--- src/ualc_pkg.sv ---
package ualc_pkg;

  // ----------------------------------------------------------------
  // register map (byte addresses, one word each)
  // ----------------------------------------------------------------
  localparam int unsigned ADDR_W        = 8;
  localparam logic [7:0] OFS_GAP        = 8'h00;
  localparam logic [7:0] OFS_RATIO      = 8'h04;
  localparam logic [7:0] OFS_ERRCNT     = 8'h08;
  localparam logic [7:0] OFS_MAN        = 8'h0C;
  localparam logic [7:0] OFS_IRFILT     = 8'h10;
  localparam logic [7:0] OFS_IRQ_STAT   = 8'h14;
  localparam logic [7:0] OFS_IRQ_MASK   = 8'h18;

  // ----------------------------------------------------------------
  // widths and reset values
  // ----------------------------------------------------------------
  localparam int unsigned GAP_W         = 8;
  localparam int unsigned RATIO_W       = 11;
  localparam int unsigned ERR_W         = 8;
  localparam int unsigned FILT_W        = 8;
  localparam int unsigned PLEN_W        = 4;
  localparam int unsigned IRQ_W         = 5;
  localparam logic [10:0] RATIO_RST     = 11'h174;
  localparam logic [31:0] ZERO_WORD     = 32'h0000_0000;

  // ----------------------------------------------------------------
  // manchester configuration field positions
  // ----------------------------------------------------------------
  localparam int unsigned MAN_TX_LEN_LO = 0;
  localparam int unsigned MAN_TX_KND_LO = 8;
  localparam int unsigned MAN_TX_POL    = 12;
  localparam int unsigned MAN_RX_LEN_LO = 16;
  localparam int unsigned MAN_RX_KND_LO = 24;
  localparam int unsigned MAN_RX_POL    = 28;
  localparam int unsigned MAN_DRIFT     = 30;

  // ----------------------------------------------------------------
  // interrupt status bit positions
  // ----------------------------------------------------------------
  localparam int unsigned IRQ_CARD_ERR  = 0;
  localparam int unsigned IRQ_PRE_ERR   = 1;
  localparam int unsigned IRQ_PRE_OK    = 2;
  localparam int unsigned IRQ_GAP_DONE  = 3;
  localparam int unsigned IRQ_DRIFT_CFG = 4;

  // ----------------------------------------------------------------
  // preamble kinds and transmit sequencer states
  // ----------------------------------------------------------------
  localparam logic [1:0] KIND_ALL_ONE   = 2'h0;
  localparam logic [1:0] KIND_ALL_ZERO  = 2'h1;
  localparam logic [1:0] KIND_ZERO_ONE  = 2'h2;
  localparam logic [1:0] KIND_ONE_ZERO  = 2'h3;

  typedef enum logic [1:0] {
    TX_IDLE     = 2'b00,
    TX_PREAMBLE = 2'b01,
    TX_FRAME    = 2'b10,
    TX_GUARD    = 2'b11
  } ualc_tx_e;

  typedef struct packed {
    logic              drift;
    logic              rx_pol;
    logic [1:0]        rx_kind;
    logic [PLEN_W-1:0] rx_len;
    logic              tx_pol;
    logic [1:0]        tx_kind;
    logic [PLEN_W-1:0] tx_len;
  } ualc_man_s;

  // one bit cell on the line: level in first half, level in second half
  typedef struct packed {
    logic first;
    logic second;
  } ualc_sym_s;

  // logical preamble bit for a kind at a given bit index
  function automatic logic pattern_bit(input logic [1:0] kind, input logic [PLEN_W-1:0] idx);
    logic b;
    b = 1'b1;
    case (kind)
      KIND_ALL_ONE:  b = 1'b1;
      KIND_ALL_ZERO: b = 1'b0;
      KIND_ZERO_ONE: b = idx[0];
      default:       b = ~idx[0];
    endcase
    return b;
  endfunction

  // biphase encode: clear polarity gives zero as low-to-high
  function automatic ualc_sym_s encode(input logic b, input logic pol);
    ualc_sym_s s;
    s.first  = b ^ pol;
    s.second = ~(b ^ pol);
    return s;
  endfunction

endpackage

--- src/ualc_pulse_filt.sv ---
`timescale 1ns/1ps
module ualc_pulse_filt
  import ualc_pkg::*;
#(
  parameter int unsigned W = FILT_W
) (
  input  wire logic         mclk,
  input  wire logic         sys_rst,
  input  wire logic         din,
  input  wire logic [W-1:0] setting,
  output logic              dout_r
);
  logic [W-1:0] run_r;
  logic         differs;

  assign differs = din != dout_r;

  // follow after setting+1 differing clocks
  always_ff @(posedge mclk) begin
    if (sys_rst) begin
      run_r  <= '0;
      dout_r <= 1'b1;
    end else if (!differs) begin
      run_r  <= '0;
    end else if (run_r >= setting) begin
      run_r  <= '0;
      dout_r <= din;
    end else begin
      run_r  <= run_r + W'(1);
    end
  end
endmodule

--- src/ualc_ratio_div.sv ---
`timescale 1ns/1ps
module ualc_ratio_div
  import ualc_pkg::*;
#(
  parameter int unsigned W = RATIO_W
) (
  input  wire logic         mclk,
  input  wire logic         sys_rst,
  input  wire logic         sck_tick,
  input  wire logic [W-1:0] ratio,
  output logic              tick_r
);
  logic [W-1:0] cnt_r;
  logic         wrap;

  // zero ratio never wraps, so never ticks
  assign wrap = (ratio != '0) && sck_tick && (cnt_r >= ratio - W'(1));

  // one output tick per ratio serial ticks
  always_ff @(posedge mclk) begin
    if (sys_rst) begin
      cnt_r  <= '0;
      tick_r <= 1'b0;
    end else begin
      tick_r <= wrap;
      if (wrap || ratio == '0) begin
        cnt_r <= '0;
      end else if (sck_tick) begin
        cnt_r <= cnt_r + W'(1);
      end
    end
  end
endmodule

--- src/ualc_top.sv ---
// Behaviour
// - zero gap disables, else gap times bit
// - smartcard ratio zero gives no baud tick
// - smartcard baud equals sck divided by ratio
// - read-only eight-bit smartcard error tally
// - reading error tally clears it
// - send preamble length zero disables, else bits
// - send kind: ones, zeros, zero-one, one-zero
// - per-direction polarity swaps transition meaning
// - receive preamble length zero disables detection
// - receive kind uses same four codes
// - drift tolerance needs sixteen-times oversampling
// - eight-bit filter rejects short infrared pulses
//
// Chosen here: the APB slave port and the register addresses.
`timescale 1ns/1ps
module ualc_top
  import ualc_pkg::*;
(
  input  wire logic              mclk,
  input  wire logic              sys_rst,
  input  wire logic              psel,
  input  wire logic              penable,
  input  wire logic              pwrite,
  input  wire logic [ADDR_W-1:0] paddr,
  input  wire logic [31:0]       pwdata,
  output logic [31:0]            prdata,
  output logic                   pready,
  output logic                   pslverr,
  input  wire logic              smartcard_mode,
  input  wire logic              manchester_en,
  input  wire logic              over16_mode,
  input  wire logic              bit_tick_in,
  input  wire logic              sck_tick,
  input  wire logic              card_error,
  input  wire logic              frame_req,
  input  wire logic              char_done,
  output logic                   tx_ready,
  output logic                   frame_go,
  output logic                   tx_hold,
  output logic                   tx_pre_active,
  output ualc_sym_s              tx_pre_sym,
  input  wire logic              rx_sym_valid,
  input  wire ualc_sym_s         rx_sym,
  output logic                   rx_pre_ok,
  output logic                   rx_pre_err,
  input  wire logic              ir_rx_raw,
  output logic                   ir_rx_clean,
  output logic                   baud_tick,
  output logic                   drift_enable,
  output logic                   irq
);

  // ----------------------------------------------------------------
  // registers
  // ----------------------------------------------------------------
  logic [GAP_W-1:0]   gap_delay_value_r;
  logic [RATIO_W-1:0] smartcard_divide_ratio_r;
  logic [ERR_W-1:0]   error_tally_r;
  logic [ERR_W-1:0]   error_tally_nxt;
  ualc_man_s          man_r;
  logic [FILT_W-1:0]  ir_filter_r;
  logic [IRQ_W-1:0]   irq_stat_r;
  logic [IRQ_W-1:0]   irq_stat_nxt;
  logic [IRQ_W-1:0]   irq_mask_r;
  logic [IRQ_W-1:0]   irq_event;
  logic [31:0]        prdata_r;
  logic               pslverr_r;

  // ----------------------------------------------------------------
  // apb decode
  // ----------------------------------------------------------------
  logic        setup_ph;
  logic        access_ph;
  logic        wr_en;
  logic        rd_setup;
  logic        hit_gap;
  logic        hit_ratio;
  logic        hit_err;
  logic        hit_man;
  logic        hit_filt;
  logic        hit_stat;
  logic        hit_mask;
  logic        hit_any;
  logic        tally_clear;
  logic [31:0] rd_word;

  // address decode and phase qualifiers
  assign setup_ph    = psel && !penable;
  assign access_ph   = psel && penable;
  assign hit_gap     = paddr == OFS_GAP;
  assign hit_ratio   = paddr == OFS_RATIO;
  assign hit_err     = paddr == OFS_ERRCNT;
  assign hit_man     = paddr == OFS_MAN;
  assign hit_filt    = paddr == OFS_IRFILT;
  assign hit_stat    = paddr == OFS_IRQ_STAT;
  assign hit_mask    = paddr == OFS_IRQ_MASK;
  assign hit_any     = hit_gap | hit_ratio | hit_err | hit_man | hit_filt | hit_stat | hit_mask;
  assign wr_en       = access_ph && pwrite && hit_any;
  assign rd_setup    = setup_ph && !pwrite;
  assign tally_clear = rd_setup && hit_err;

  // read data mux, reserved bits read zero
  always_comb begin
    rd_word = ZERO_WORD;
    if (hit_gap) begin
      rd_word[GAP_W-1:0] = gap_delay_value_r;
    end else if (hit_ratio) begin
      rd_word[RATIO_W-1:0] = smartcard_divide_ratio_r;
    end else if (hit_err) begin
      rd_word[ERR_W-1:0] = error_tally_r;
    end else if (hit_man) begin
      rd_word[MAN_TX_LEN_LO +: PLEN_W] = man_r.tx_len;
      rd_word[MAN_TX_KND_LO +: 2]      = man_r.tx_kind;
      rd_word[MAN_TX_POL]              = man_r.tx_pol;
      rd_word[MAN_RX_LEN_LO +: PLEN_W] = man_r.rx_len;
      rd_word[MAN_RX_KND_LO +: 2]      = man_r.rx_kind;
      rd_word[MAN_RX_POL]              = man_r.rx_pol;
      rd_word[MAN_DRIFT]               = man_r.drift;
    end else if (hit_filt) begin
      rd_word[FILT_W-1:0] = ir_filter_r;
    end else if (hit_stat) begin
      rd_word[IRQ_W-1:0] = irq_stat_r;
    end else if (hit_mask) begin
      rd_word[IRQ_W-1:0] = irq_mask_r;
    end
  end

  // no wait states, error on unmapped address
  assign pready  = 1'b1;
  assign prdata  = prdata_r;
  assign pslverr = pslverr_r && access_ph;

  // read data and error flag taken at setup
  always_ff @(posedge mclk) begin
    if (sys_rst) begin
      prdata_r  <= ZERO_WORD;
      pslverr_r <= 1'b0;
    end else if (setup_ph) begin
      prdata_r  <= pwrite ? ZERO_WORD : rd_word;
      pslverr_r <= !hit_any;
    end
  end

  // ----------------------------------------------------------------
  // configuration registers
  // ----------------------------------------------------------------
  // writes land at the access edge
  always_ff @(posedge mclk) begin
    if (sys_rst) begin
      gap_delay_value_r        <= '0;
      smartcard_divide_ratio_r <= RATIO_RST;
      man_r                    <= '0;
      ir_filter_r              <= '0;
      irq_mask_r               <= '0;
    end else if (wr_en) begin
      if (hit_gap) begin
        gap_delay_value_r <= pwdata[GAP_W-1:0];
      end
      if (hit_ratio) begin
        smartcard_divide_ratio_r <= pwdata[RATIO_W-1:0];
      end
      if (hit_man) begin
        man_r.tx_len  <= pwdata[MAN_TX_LEN_LO +: PLEN_W];
        man_r.tx_kind <= pwdata[MAN_TX_KND_LO +: 2];
        man_r.tx_pol  <= pwdata[MAN_TX_POL];
        man_r.rx_len  <= pwdata[MAN_RX_LEN_LO +: PLEN_W];
        man_r.rx_kind <= pwdata[MAN_RX_KND_LO +: 2];
        man_r.rx_pol  <= pwdata[MAN_RX_POL];
        man_r.drift   <= pwdata[MAN_DRIFT];
      end
      if (hit_filt) begin
        ir_filter_r <= pwdata[FILT_W-1:0];
      end
      if (hit_mask) begin
        irq_mask_r <= pwdata[IRQ_W-1:0];
      end
    end
  end

  // ----------------------------------------------------------------
  // smartcard error tally
  // ----------------------------------------------------------------
  logic card_err_hit;

  // an error in the clearing cycle counts one
  assign card_err_hit = card_error && smartcard_mode;

  always_comb begin
    error_tally_nxt = error_tally_r;
    if (tally_clear) begin
      error_tally_nxt = card_err_hit ? ERR_W'(1) : '0;
    end else if (card_err_hit && error_tally_r != '1) begin
      error_tally_nxt = error_tally_r + ERR_W'(1);
    end
  end

  always_ff @(posedge mclk) begin
    if (sys_rst) begin
      error_tally_r <= '0;
    end else begin
      error_tally_r <= error_tally_nxt;
    end
  end

  // ----------------------------------------------------------------
  // bit clock selection
  // ----------------------------------------------------------------
  logic sc_tick;

  ualc_ratio_div #(
    .W (RATIO_W)
  ) u_ratio_div (
    .mclk     (mclk),
    .sys_rst  (sys_rst),
    .sck_tick (sck_tick),
    .ratio    (smartcard_divide_ratio_r),
    .tick_r   (sc_tick)
  );

  // smartcard mode takes the divided serial clock
  assign baud_tick = smartcard_mode ? sc_tick : bit_tick_in;

  // ----------------------------------------------------------------
  // transmit sequencer: preamble, frame, guard
  // ----------------------------------------------------------------
  ualc_tx_e           tx_state_r;
  ualc_tx_e           tx_state_nxt;
  logic [GAP_W-1:0]   tx_cnt_r;
  logic [GAP_W-1:0]   tx_cnt_nxt;
  logic               pre_wanted;
  logic               pre_last;
  logic               gap_last;
  logic               gap_done;
  logic [PLEN_W-1:0]  pre_idx;

  assign pre_wanted = manchester_en && man_r.tx_len != '0;
  assign pre_idx    = tx_cnt_r[PLEN_W-1:0];
  assign pre_last   = baud_tick && pre_idx == man_r.tx_len - PLEN_W'(1);
  assign gap_last   = baud_tick && tx_cnt_r == gap_delay_value_r - GAP_W'(1);
  assign gap_done   = tx_state_r == TX_GUARD && gap_last;

  // next state and counter
  always_comb begin
    tx_state_nxt = tx_state_r;
    tx_cnt_nxt   = tx_cnt_r;
    frame_go     = 1'b0;
    case (tx_state_r)
      TX_IDLE: begin
        tx_cnt_nxt = '0;
        if (frame_req && pre_wanted) begin
          tx_state_nxt = TX_PREAMBLE;
        end else if (frame_req) begin
          tx_state_nxt = TX_FRAME;
          frame_go     = 1'b1;
        end
      end
      TX_PREAMBLE: begin
        if (pre_last) begin
          tx_state_nxt = TX_FRAME;
          tx_cnt_nxt   = '0;
          frame_go     = 1'b1;
        end else if (baud_tick) begin
          tx_cnt_nxt = tx_cnt_r + GAP_W'(1);
        end
      end
      TX_FRAME: begin
        if (char_done && gap_delay_value_r != '0) begin
          tx_state_nxt = TX_GUARD;
          tx_cnt_nxt   = '0;
        end else if (char_done) begin
          tx_state_nxt = TX_IDLE;
        end
      end
      default: begin
        if (gap_last) begin
          tx_state_nxt = TX_IDLE;
          tx_cnt_nxt   = '0;
        end else if (baud_tick) begin
          tx_cnt_nxt = tx_cnt_r + GAP_W'(1);
        end
      end
    endcase
  end

  always_ff @(posedge mclk) begin
    if (sys_rst) begin
      tx_state_r <= TX_IDLE;
      tx_cnt_r   <= '0;
    end else begin
      tx_state_r <= tx_state_nxt;
      tx_cnt_r   <= tx_cnt_nxt;
    end
  end

  // handshake status of the sequencer
  assign tx_ready = tx_state_r == TX_IDLE;
  assign tx_hold  = tx_state_r == TX_GUARD;

  // registered preamble cell for the line driver
  always_ff @(posedge mclk) begin
    if (sys_rst) begin
      tx_pre_active <= 1'b0;
      tx_pre_sym    <= '0;
    end else begin
      tx_pre_active <= tx_state_nxt == TX_PREAMBLE;
      tx_pre_sym    <= encode(pattern_bit(man_r.tx_kind, tx_cnt_nxt[PLEN_W-1:0]), man_r.tx_pol);
    end
  end

  // ----------------------------------------------------------------
  // receive preamble checker
  // ----------------------------------------------------------------
  logic [PLEN_W-1:0] rx_idx_r;
  logic              rx_bit;
  logic              rx_bad_cell;
  logic              rx_match;
  logic              rx_check;

  // equal halves are no valid cell
  assign rx_bit      = rx_sym.first ^ man_r.rx_pol;
  assign rx_bad_cell = rx_sym.first == rx_sym.second;
  assign rx_check    = rx_sym_valid && manchester_en && man_r.rx_len != '0;
  assign rx_match    = !rx_bad_cell && rx_bit == pattern_bit(man_r.rx_kind, rx_idx_r);

  always_ff @(posedge mclk) begin
    if (sys_rst) begin
      rx_idx_r   <= '0;
      rx_pre_ok  <= 1'b0;
      rx_pre_err <= 1'b0;
    end else begin
      rx_pre_ok  <= 1'b0;
      rx_pre_err <= 1'b0;
      if (!rx_check) begin
        rx_idx_r <= (man_r.rx_len == '0) ? '0 : rx_idx_r;
      end else if (!rx_match) begin
        rx_idx_r   <= '0;
        rx_pre_err <= 1'b1;
      end else if (rx_idx_r == man_r.rx_len - PLEN_W'(1)) begin
        rx_idx_r  <= '0;
        rx_pre_ok <= 1'b1;
      end else begin
        rx_idx_r <= rx_idx_r + PLEN_W'(1);
      end
    end
  end

  // ----------------------------------------------------------------
  // drift and infrared filter
  // ----------------------------------------------------------------
  // drift needs sixteen-times sampling
  assign drift_enable = man_r.drift && over16_mode;

  ualc_pulse_filt #(
    .W (FILT_W)
  ) u_pulse_filt (
    .mclk    (mclk),
    .sys_rst (sys_rst),
    .din     (ir_rx_raw),
    .setting (ir_filter_r),
    .dout_r  (ir_rx_clean)
  );

  // ----------------------------------------------------------------
  // interrupts
  // ----------------------------------------------------------------
  // events; set wins over a same-cycle clear
  always_comb begin
    irq_event                = '0;
    irq_event[IRQ_CARD_ERR]  = card_err_hit;
    irq_event[IRQ_PRE_ERR]   = rx_pre_err;
    irq_event[IRQ_PRE_OK]    = rx_pre_ok;
    irq_event[IRQ_GAP_DONE]  = gap_done;
    irq_event[IRQ_DRIFT_CFG] = man_r.drift && !over16_mode;
    irq_stat_nxt             = irq_stat_r;
    if (wr_en && hit_stat) begin
      irq_stat_nxt = irq_stat_r & ~pwdata[IRQ_W-1:0];
    end
    irq_stat_nxt = irq_stat_nxt | irq_event;
  end

  always_ff @(posedge mclk) begin
    if (sys_rst) begin
      irq_stat_r <= '0;
      irq        <= 1'b0;
    end else begin
      irq_stat_r <= irq_stat_nxt;
      irq        <= |(irq_stat_nxt & irq_mask_r);
    end
  end

endmodule

--- config.mk ---
export PLATFORM = sky130hd
export DESIGN_NAME = ualc_top
export DESIGN_NICKNAME = d
export VERILOG_FILES = /design/src/ualc_pkg.sv /design/src/ualc_pulse_filt.sv /design/src/ualc_ratio_div.sv /design/src/ualc_top.sv
export SDC_FILE = /design/constraint.sdc
export NUM_CORES = 1
export LEC_CHECK = 0
export BUFFER_PORTS_ARGS = -buffer_cell sky130_fd_sc_hd__buf_2
export CORE_ASPECT_RATIO = 1.25
export CORE_MARGIN = 3
export CORE_UTILIZATION = 35
export CTS_CLUSTER_DIAMETER = 60
export DETAILED_ROUTE_END_ITERATION = 12
export GPL_TIMING_DRIVEN = 0
export PLACE_DENSITY = 0.6
export SLEW_MARGIN = 5
export SYNTH_ARGS = -nofsm -noshare
export SYNTH_HDL_FRONTEND = slang
export SYNTH_SLANG_ARGS = --single-unit
--- constraint.sdc ---
create_clock -name mclk -period 3.9 [get_ports mclk]
set_input_delay 0.585 -clock mclk [delete_from_list [all_inputs] [get_ports mclk]]
set_output_delay 0.585 -clock mclk [all_outputs]
set_load 0.005 [all_outputs]
==> impl_results.md, run 1 <==
- P per Cell Area: 387 mW/mm2
- Worst path arrival time: between 3 and 4 ns
- CTS Hold Bufs: 0
- Delay of the slowest cell on the worst path: 0.54 ns
- Area Overhead vs Synth: 20.1%
- Syn Inst Count: 763
- WL per Instance: 16.9 um
- Final net count: 953
- Final Hold Viols: 0
- Register bit total from synthesis: 122
- DRC viols: 0
- Max Clock Skew: roughly 0.01 ns
- Total gr overflow: 0
- Die X: about 130 um
- Number of synthesized flops with an enable pin: 0
- Hold_ws: 0.387 ns
- Largest fanout on the critical path: 10
- IO Pins: 103
- Clock Tree Buf Depth: 2
- Core Region: around 0.018 mm2
- CP Data Required Time: ~4.3 ns
- Post-CTS Setup Bufs: 0
- Fmax achieved: 282 MHz
- Routed WL: 18.7 mm
- Yosys warns: 0
- Std-Cell Rows: 55
- Post-synthesis cell type count: just over 60
- Pleak: ~3.3 nW
- Core Util, Final: 43.0%
- PortBufs: 74
- Worst min path class: in2reg
- Routed vias/inst: 5.19
- Critical path type: reg2reg
- Critical-path cell list: or3_1, or3b_2, nor4_2, clkbuf_2, nor2_1, ha_1, nand4_1, a211oi_1, o31a_1, clkbuf_1, and2_1
- First-pass GRT wire length: 29.7 mm
- Max_cap viols: 0
- Syn avg cell area: 8.55 um2
- CP Buf/Inv Count: 2
- Antenna Nets Post-Route: 0
- Pre-antenna DRT Iters: 5
- CP delay by family, top: simple AND/OR/NAND/NOR gates
- Worst relative slew slack: 46.2%
- Asr flop ratio synth: 0%
- Fin crit period: 3.55 ns
- Placed Area: 0.00722 mm2
- GPL Wtd Cong: 0.896
- Register area share after synthesis: 37.4%
- Clk sink count: 122
- Max-slew violations: 0
- Status: completed
- Root Buffer: clkbuf_16
- Starting Density: a little over a third
- Initial DRC Count: 487
- RSZ-0062 raised after global routing: false
- CTS buffer count: 17
- Clk Latency, worst-skew pair: 0.43 ns
- Largest net degree at the start of global routing: 17
- Slowest CP cell: or3b_2
- Crit end category: register
- Final Setup Violations: 0
- Via count: 5750
- Initial antenna violation count: 0
- CTS tree: built
- Die Y: 159 um
- Final period util: between 90% and 100%
- Htree depth: 4
- Prevailing post-synth register cell: dfxtp_1
- Clk slew on worst S/H paths: 0.06 ns
- GRT Overall Usage: a little under a fifth
- Vias in the first global route: ~5.5k
- ANT cells: 0
- Finished Cell Area: 0.00784 mm2
- Synthesized area: 0.00653 mm2
- Peak supply drop: between 0.0002 and 0.0003 V
- Final TNS setup: 0 ns
- Slew @ Worst Pin: 0.806 ns
- Fraction of layout cells with a size suffix above 1: around 17%
- Dpl hpwl: 14.4 mm
- Full die area: slightly above 0.02 mm2
- Critical path startpoint category: register
## state kept, by name (all words and copies together), names as in the netlist, 11 cells and up
signal and flops:
u_ratio_div.cnt_r 11, prdata 20, smartcard_divide_ratio_r 11, man_r 15
## per-layer routing
| metal | GRT usage, % | wire length, um | share of wire [%] | up-vias |
|---|---|---|---|---|
| li1 | - | - | - | 2888 |
| met1 | 23.3 | 8230 | 44 | 2663 |
| met2 | 31.9 | 9010 | 48 | 153 |
| met3 | 3.49 | 814 | 4.4 | 46 |
| met4 | 9.30 | 639 | 3.4 | 0 |
| met5 | 0 | 0 | 0 | - |
## what timing repair did
| action | 4_1_cts | 5_1_grt |
|---|---|---|
| gates cloned | 0 | 0 |
| endpoints found under the setup margin | 1 | 10 |
| gates resized for setup | 1 | 1 |
| pin swaps | 0 | 0 |
## cells by family after synthesis
family	count (synthesis)	synth area share [%]
muxes	46	7.17
adders and majority gates	29	5.56
xor gates and xnor gates	64	8.59
DFF	122	37.4
buffers and inverters	85	5.87
AOI/OAI and AO/OA	142	14.6
and+or+nand+nor	273	20.7
other	2	0.115
## power breakdown
group | internal, mW | total, mW | switching [mW]
Sequential | 1.25 | 1.26 | 0.00738
Combinational | 0.0581 | 0.161 | 0.103
Clock | 0.997 | 1.61 | 0.610
## worst paths after layout
| path | start | end | slack, ns | depth (start not counted) |
|---|---|---|---|---|
| min reg2reg | u_pulse_filt.run_r[0] | u_pulse_filt.run_r[0] | 0.47 | 1 |
| max reg2reg | smartcard_divide_ratio_r[2] | u_ratio_div.tick_r | 0.35 | 11 |
| min | ir_rx_raw | u_pulse_filt.dout_r | 0.39 | 2 |
| max | smartcard_divide_ratio_r[2] | u_ratio_div.tick_r | 0.35 | 11 |
## layout make-up
cell class,count,area (um2)
Fill cell,1880,10400
Sequential cell,122,2440
Tap cell,228,285
Buffer,50,253
Multi-Input combinational cell,567,3750
Inverter,35,131
Timing Repair Buffer,74,370
Clock inverter,12,138
Clock buffer,20,467
## Yosys cell counts (all sizes together), types with 10 or more instances
cell type | n | share of area (%)
mux2i | 40 | 6.1
nor4 | 16 | 1.5
xor2 | 27 | 3.6
and3 | 10 | 0.96
nor2b | 10 | 0.96
nand3 | 13 | 1.0
o21ai | 33 | 2.5
ha | 29 | 5.6
nor2 | 102 | 5.9
nor3 | 25 | 2.1
nand2 | 43 | 2.5
nand4 | 13 | 1.2
xnor2 | 37 | 5.0
a22oi | 17 | 2.0
dfxtp | 122 | 37
a21oi | 30 | 2.3
inv | 35 | 2.0
buf | 19 | 2.1
clkbuf | 31 | 1.8
## placed cells by master (no fill, tap or decap), types with 5 or more instances in the layout
cell type,count
conb_1,13
clkinvlp_4,5
xnor2_1,37
nand4_1,13
buf_4,13
buf_2,79
and3_1,10
clkbuf_1,29
xor2_1,27
nor3_1,23
a211o_1,7
ha_1,29
dfxtp_1,122
inv_1,34
nor3b_1,5
nor4_1,15
clkbuf_16,17
nand2_1,43
a31oi_1,8
a21o_1,8
nor2_1,102
mux2_2,6
o21ai_0,32
nand3_1,13
and2_1,5
nor2b_1,10
a22oi_1,17
nand2b_1,7
a21oi_1,30
mux2i_1,40
## stage by stage
stage / power [mW] / instances / setup slack [ns]
after floorplan: 1.37 / 774 / 0.737
after global placement: 1.45 / 1076 / 0.0917
after detailed placement: 1.45 / 1076 / 0.0497
after CTS: 3.05 / 1108 / 0.116
after global routing: 3.13 / 1108 / 0.0963
final: 3.03 / 1108 / 0.350
Note: power is estimated with default switching activity, not from simulation.
==> inputs of run 2 (changes only) <==
ABC_AREA = 1   (was not set)
CELL_PAD_IN_SITES_DETAIL_PLACEMENT = 0   (was not set)
CELL_PAD_IN_SITES_GLOBAL_PLACEMENT = 1   (was not set)
PLACE_DENSITY = 0.76   (was 0.6)
==> run 2 against run 1 <==
Net effect: sequential power barely moved; die area increased by 2.0%; final cell count rose by 15%; global-route usage decreased by 0.43 points; worst hold slack improved by 0.019 ns; maximum frequency is 25% higher; flip-flop and latch count unchanged; critical path depth is 5 higher; area after synthesis increased by 2.1%; cell area is 2.2% higher; register-to-register slack better by 0.72 ns; sequential share of layout area down 0.66 points; critical path type unchanged; highest routed layer unchanged.
==> impl_results.md, run 2 <==
- Status: completed
- Clk slew on worst S/H paths: 0.06 ns (about the same)
- Largest fanout on the critical path: 10 (unchanged)
- Synthesized area: 0.00666 mm2 (+2.1%)
- Area Overhead vs Synth: 20.1% (about the same)
- Resized Gates After CTS: 0 (-1)
- Via count: 6207 (+7.9%)
- Clock Tree Buf Depth: 2 (unchanged)
- Final WS setup: 1.07 ns (+0.717 ns)
- CP Buf/Inv Count: 3 (+1)
- Pleak: 3.46 nW (+6.1%)
- Most frequent cell after synthesis: nand2_1
- Slew @ Worst Pin: 0.761 ns (-0.0449 ns)
- Post-CTS Setup Bufs: 0 (unchanged)
- Fmax achieved: 353 MHz (+25%)
- Critical path type: reg2reg
- Register area share after synthesis: 36.7% (-0.77 points)
- GPL Wtd Cong: 0.874 (-2.5%)
- Critical Path End: u_ratio_div.cnt_r[10]
- Reg-to-Reg End: u_ratio_div.cnt_r[10]
- Root Buffer: clkbuf_16
- GRT Overall Usage: 18.5% (-0.43 points)
- Peak supply drop: 0.000293 V (+13%)
- Dominant cell type by area after synthesis: dfxtp_1
- Critical-path cell list: inv_1, ha_1, nand2_1, nor3_2, nand2_1, inv_1, nand2_1, xor2_1, ha_1, a21oi_1, o21a_1, nand3_1, o211ai_1, nand3_1, buf_2, a21oi_2
- Largest net degree at the start of global routing: 17 (unchanged)
- Dpl hpwl: 14.9 mm (+3.1%)
- RSZ-0062 raised after global routing: false
- Cell count along the critical path: 16 (+5)
- Die Y: 160 um (+1.0%)
- Register bit total from synthesis: 122 (unchanged)
- Reg2Reg Depth: 16 (+5)
- CP Data Required Time: 4.25 ns (about the same)
- Asr flop ratio synth: 0% (unchanged)
- Critical path startpoint category: register
- Std-Cell Rows: 55 (unchanged)
- Starting Density: 36.3% (+0.47 points)
- Final Hold Viols: 0 (unchanged)
- Number of synthesized flops with an enable pin: 0 (unchanged)
- Commonest non-fill, non-tap cell in the layout: nand2_1
- Final net count: 1115 (+17%)
- Crit end category: register
- Initial antenna violation count: 0 (unchanged)
- Setup crit start: smartcard_divide_ratio_r[0]
- Max_cap viols: 0 (unchanged)
- Htree depth: 4 (unchanged)
- Prevailing post-synth register cell: dfxtp_1
- Syn Inst Count: 923 (+21%)
- CTS buffer count: 17 (unchanged)
- Fin crit period: 2.83 ns (-0.717 ns)
- Vias in the first global route: 5854 (+5.6%)
- Worst path arrival time: 3.18 ns (-0.73 ns)
- IO Pins: 103 (unchanged)
- Max Clock Skew: 0.00731 ns (-0.00242 ns)
- Dpl ws: 1.05 ns (+1.00 ns)
- Final Setup Violations: 0 (unchanged)
- Max-slew violations: 0 (unchanged)
- Yosys warns: 0 (unchanged)
- Max reg flops: 20 (unchanged)
- WL per Instance: 14.9 um (-11%)
- Reg-to-reg startpoint: smartcard_divide_ratio_r[0]
- Placed Instances: 1238 (+15%)
- Slowest CP cell: dfxtp_1
- Final Power: 3.10 mW (+2.4%)
- Total gr overflow: 0 (unchanged)
- Synth top cells by count: 182 x nand2_1, 122 x dfxtp_1, 114 x inv_1, 93 x nor2_1, 88 x a21oi_1
- Post-synthesis cell type count: 45 (-27%)
- Antenna Nets Post-Route: 0 (unchanged)
- PortBufs: 76 (+2.7%)
- Clk sink count: 122 (unchanged)
- Final TNS setup: 0 ns (unchanged)
- Yosys top cell area share: 36.7% (-0.77 points)
- Core Region: 0.0184 mm2 (+0.76%)
- Reg2Reg Setup Slack: 1.07 ns (+0.72 ns)
- Pre-antenna DRT Iters: 5 (unchanged)
- Commonest non-fill, non-tap cells in the layout: 182 x nand2_1, 122 x dfxtp_1, 114 x inv_1
- CTS tree: built
- P per Cell Area: 388 mW/mm2 (+0.28%)
- Worst relative slew slack: 49.3% (+3.1 points)
- DRC viols: 0 (unchanged)
- Syn avg cell area: 7.22 um2 (-16%)
- Fraction of layout cells with a size suffix above 1: 16.7% (-0.10 points)
- Worst min path class: in2reg
- Initial DRC Count: 312 (-36%)
- Top cells by area, synth: dfxtp_1 37%, nand2_1 10%, a21oi_1 6.6%
- Most used cell, CP: nand2_1
- Routed vias/inst: 4.89 (-5.7%)
- ANT cells: 0 (unchanged)
- Routed WL: 19.0 mm (+1.4%)
- Hold_ws: 0.406 ns (+0.0186 ns)
- Delay of the slowest cell on the worst path: 0.31 ns (-0.23 ns)
- CP delay by family, top: compound AO/OA/AOI/OAI gates
- First-pass GRT wire length: 30.1 mm (+1.2%)
- Final period util: 72.6% (-18 points)
- Die X: 129 um (+0.99%)
- CTS Hold Bufs: 0 (unchanged)
- Final std cells w/o fill: 1269 (+15%)
- Clk Latency, worst-skew pair: 0.42 ns (about the same)
- Full die area: 0.0207 mm2 (+2.0%)
==> run 2: logic make-up after synthesis <==
family | share of synthesized area [%]
other | 0.113
and+or+nand+nor | 25.8
AOI/OAI and AO/OA | 15.9
xor gates and xnor gates | 5.92
DFF | 36.7
adders and majority gates | 5.45
buffers and inverters | 10.1
==> run 2: metal layers <==
metal | vias up | share of wire, % | global-route usage, %
met2 | 123 | 49 | 32.0
met5 | - | 0 | 0
met4 | 0 | 1.6 | 5.40
met1 | 2834 | 45 | 23.1
met3 | 23 | 3.9 | 3.68
li1 | 3227 | - | -
==> run 2: area by class of cell <==
cell class              instances  area, um2
plain buffers                  35        200
clock buffers                  18        439
clock inverters                13        195
fillers                      1904      10400
inverters                     125        472
multi-input cells             652       3590
flip-flops and latches        122       2440
well taps                     228        285
repair buffers                 76        380
==> run 2: worst min-delay path by stage <==
stage / startpoint / to / slack [ns] / cells after the start
after floorplan: u_pulse_filt.run_r[0] / u_pulse_filt.run_r[0] / 0.43 / 1
after global placement: u_pulse_filt.run_r[0] / u_pulse_filt.run_r[0] / 0.45 / 1
after detailed placement: man_r[12] / prdata[25] / 0.45 / 2
after CTS: ir_rx_raw / u_pulse_filt.dout_r / 0.40 / 3
after global routing: ir_rx_raw / u_pulse_filt.dout_r / 0.43 / 3
final: ir_rx_raw / u_pulse_filt.dout_r / 0.41 / 3
==> run 2: worst reg2reg max path, delay by kind of cell (launching register included) <==
kind | cells | cell delay [ns]
simple gates | 6 | 0.66
xor+xnor | 1 | 0.14
flops | 1 | 0.31
fa+ha+maj | 2 | 0.51
compound gates | 4 | 0.70
buf+inv | 3 | 0.45
==> run 2: report_power, final <==
part,internal [mW],total [mW],switching (mW)
sequential,1.25,1.26,0.00544
combinational,0.0502,0.150,0.0999
clock,1.09,1.69,0.606
total,2.39,3.10,0.711
==> run 2: through the flow <==
stage | instance area [um2] | utilization (%)
final | 8000 | 43.6
after global routing | 8000 | 43.6
after CTS | 8000 | 43.6
after detailed placement | 7370 | 40.1
after global placement | 7370 | 40.1
after floorplan | 6700 | -
==> inputs of run 3 (changes only) <==
ABC_AREA = 0   (was 1)
PLACE_DENSITY = 0.74   (was 0.76)
clock period = 2.89 ns   (was 3.9 ns; I/O delays follow)
==> run 3 against run 2 <==
Net effect: the run now ends with negative setup slack left; critical path depth down 5; core utilization up 0.38 points; global-route usage up 0.69 points; sequential share of layout area up 0.056 points; final cell count is 12% lower; cell area is 0.13% higher; sequential power up 35%; register-to-register slack worse by 1.1 ns; first-iteration DRC count rose by 26%; setup slack worse by 1.1 ns; critical path type unchanged.
==> impl_results.md, run 3 (synthesized netlist as in run 1, its figures left out) <==
- Status: finished, violations left
- Failing checks: negative setup slack
- Pleak: 3.30 nW (-4.7%)
- Root Buffer: clkbuf_16
- PortBufs: 74 (-2.6%)
- Max_cap viols: 0 (unchanged)
- Core Region: 0.0182 mm2 (-0.75%)
- Max reg flops: 20 (unchanged)
- Routed WL: 19.4 mm (+2.2%)
- Part of the power in registers: 43.4% (+2.8 points)
- Final Setup Violations: 8 (+8)
- Initial DRC Count: 393 (+26%)
- First-pass GRT wire length: 30.1 mm (about the same)
- GPL Wtd Cong: 0.852 (-2.5%)
- GRT Overall Usage: 19.2% (+0.69 points)
- Fmax achieved: 344 MHz (-2.6%)
- CP Data Required Time: 3.16 ns (-1.09 ns)
- Final WS setup: -0.0195 ns (-1.09 ns)
- Sw Ratio: 24.6% (+1.7 points)
- Starting Density: 35.8% (-0.47 points)
- NetSw: 0.964 mW (+36%)
- Pre-antenna DRT Iters: 5 (unchanged)
- CTS Hold Bufs: 0 (unchanged)
- Placed Instances: 1076 (-13%)
- Final Hold Viols: 0 (unchanged)
- Antenna Nets Post-Route: 0 (unchanged)
- Crit end category: register
- Commonest non-fill, non-tap cells in the layout: 120 x dfxtp_1, 100 x nor2_1, 79 x buf_2
- CTS buffer count: 17 (unchanged)
- Peak supply drop: 0.000360 V (+23%)
- Vias in the first global route: 5512 (-5.8%)
- Slowest CP cell: or3b_4
- IO Pins: 103 (unchanged)
- Dpl hpwl: 14.7 mm (-1.2%)
- Area Overhead vs Synth: 22.8%
- Fraction of layout cells with a size suffix above 1: 19.7% (+3.0 points)
- Fill cells: 1828 (-4.0%)
- P per Cell Area: 489 mW/mm2 (+26%)
- Largest net degree at the start of global routing: 17 (unchanged)
- Final Power: 3.92 mW (+26%)
- Register area: 0.00245 mm2 (+0.31%)
- Clk Latency, worst-skew pair: 0.42 ns (about the same)
- Critical path startpoint category: register
- Die Y: 159 um (-0.99%)
- Clk sink count: 122 (unchanged)
- Area of the multi-input gates: 0.00389 mm2 (+8.3%)
- Largest fanout on the critical path: 5 (-5)
- Final net count: 961 (-14%)
- Max Clock Skew: 0.0119 ns (+0.00455 ns)
- Combinational Power Share: 5.7% (+0.9 points)
- Final period util: 101% (+28 points)
- RSZ-0062 raised after global routing: true
- Worst min path class: in2reg
- Full die area: 0.0203 mm2 (-2.0%)
- Critical-path cell list: or3_4, or3b_4, nor4_4, clkbuf_8, nor2_4, ha_4, nand4_1, a211oi_2, o31a_1, clkbuf_8, nor4_1
- WL per Instance: 17.4 um (+16%)
- Total gr overflow: 0 (unchanged)
- Initial antenna violation count: 0 (unchanged)
- Clk slew on worst S/H paths: 0.06 ns (about the same)
- Final std cells w/o fill: 1116 (-12%)
- Delay of the slowest cell on the worst path: 0.43 ns (+0.12 ns)
- Clock share of power: 50.9% (-3.7 points)
- DRC viols: 0 (unchanged)
- Std-Cell Rows: 55 (unchanged)
- Critical path type: reg2reg
- Fin crit period: 2.91 ns (+0.0769 ns)
- Routed vias/inst: 5.16 (+5.6%)
- Clock Tree Buf Depth: 2 (unchanged)
- Slew @ Worst Pin: 0.760 ns (-0.000846 ns)
- Max-slew violations: 0 (unchanged)
- Die X: 128 um (-0.98%)
- CTS tree: built
- Worst relative slew slack: 49.3% (+0.056 points)
- Internal power: 2.95 mW (+23%)
- Most used cell, CP: clkbuf_8
- Commonest non-fill, non-tap cell in the layout: dfxtp_1
- Htree depth: 4 (unchanged)
- ANT cells: 0 (unchanged)
- Via count: 5764 (-7.1%)
- Worst path arrival time: 3.18 ns (about the same)
## run 3: final timing paths
kind         slack [ns]                           end                        start  cells after the start
max               -0.02          u_ratio_div.cnt_r[6]  smartcard_divide_ratio_r[2]                     11
min                0.24  smartcard_divide_ratio_r[10]                   pwdata[10]                      3
max reg2reg       -0.02          u_ratio_div.cnt_r[6]  smartcard_divide_ratio_r[2]                     11
min reg2reg        0.47                    prdata[10]                   prdata[10]                      2
## run 3: worst max-delay path: cells and delay by family (launching register included)
family	cells	cell delay [ns]
adders and majority gates	1	0.25
buffers and inverters	2	0.40
DFF	1	0.34
AOI/OAI and AO/OA	2	0.44
and+or+nand+nor	6	1.32
## run 3: through the flow
stage | utilization (%) | setup TNS [ns] | area [um2] | setup slack (ns) | hold WS (ns)
after CTS | 43.7 | -0.0231 | 7970 | -0.0118 | 0.228
after floorplan | - | 0 | 6590 | 0.0214 | 0.441
after global placement | 39.7 | -3.85 | 7250 | -0.370 | 0.453
after global routing | 43.9 | -1.30 | 8010 | -0.128 | 0.241
final | 43.9 | -0.0915 | 8010 | -0.0195 | 0.241
after detailed placement | 39.7 | -3.85 | 7250 | -0.382 | 0.456
## run 3: routing by layer
| metal | wire length, um | share of wire, % | global-route usage [%] |
|---|---|---|---|
| met1 | 8350 | 43 | 23.6 |
| met2 | 9770 | 50 | 34.0 |
| met3 | 949 | 4.9 | 3.89 |
| met4 | 292 | 1.5 | 5.61 |
| met5 | 0 | 0 | 0 |
## run 3: cell type report
type / instances / share of cell area, %
buffer: 50 / 3.39
clock buffer: 18 / 5.36
clock inverter: 14 / 1.55
inverter: 35 / 1.64
multi-input combinational: 567 / 48.5
sequential: 122 / 30.6
tap: 228 / 3.56
timing repair buffer: 82 / 5.45
## run 3: power by group through the flow
stage / clock, mW / combinational (mW) / sequential (mW)
CTS: 2.03 / 0.220 / 1.70
detailed placement: 0 / 0.218 / 1.74
finish: 1.99 / 0.223 / 1.70
floorplan: 0 / 0.119 / 1.74
global placement: 0 / 0.217 / 1.74
global route: 2.10 / 0.244 / 1.70
## run 3: timing repair
item / CTS / global route
hold endpoints to repair: 0 / 0
gates cloned: 1 / 0
resized for setup: 24 / 8
endpoints found under the setup margin: 12 / 14
buffers inserted: 7 / 0
pin swaps: 15 / 3
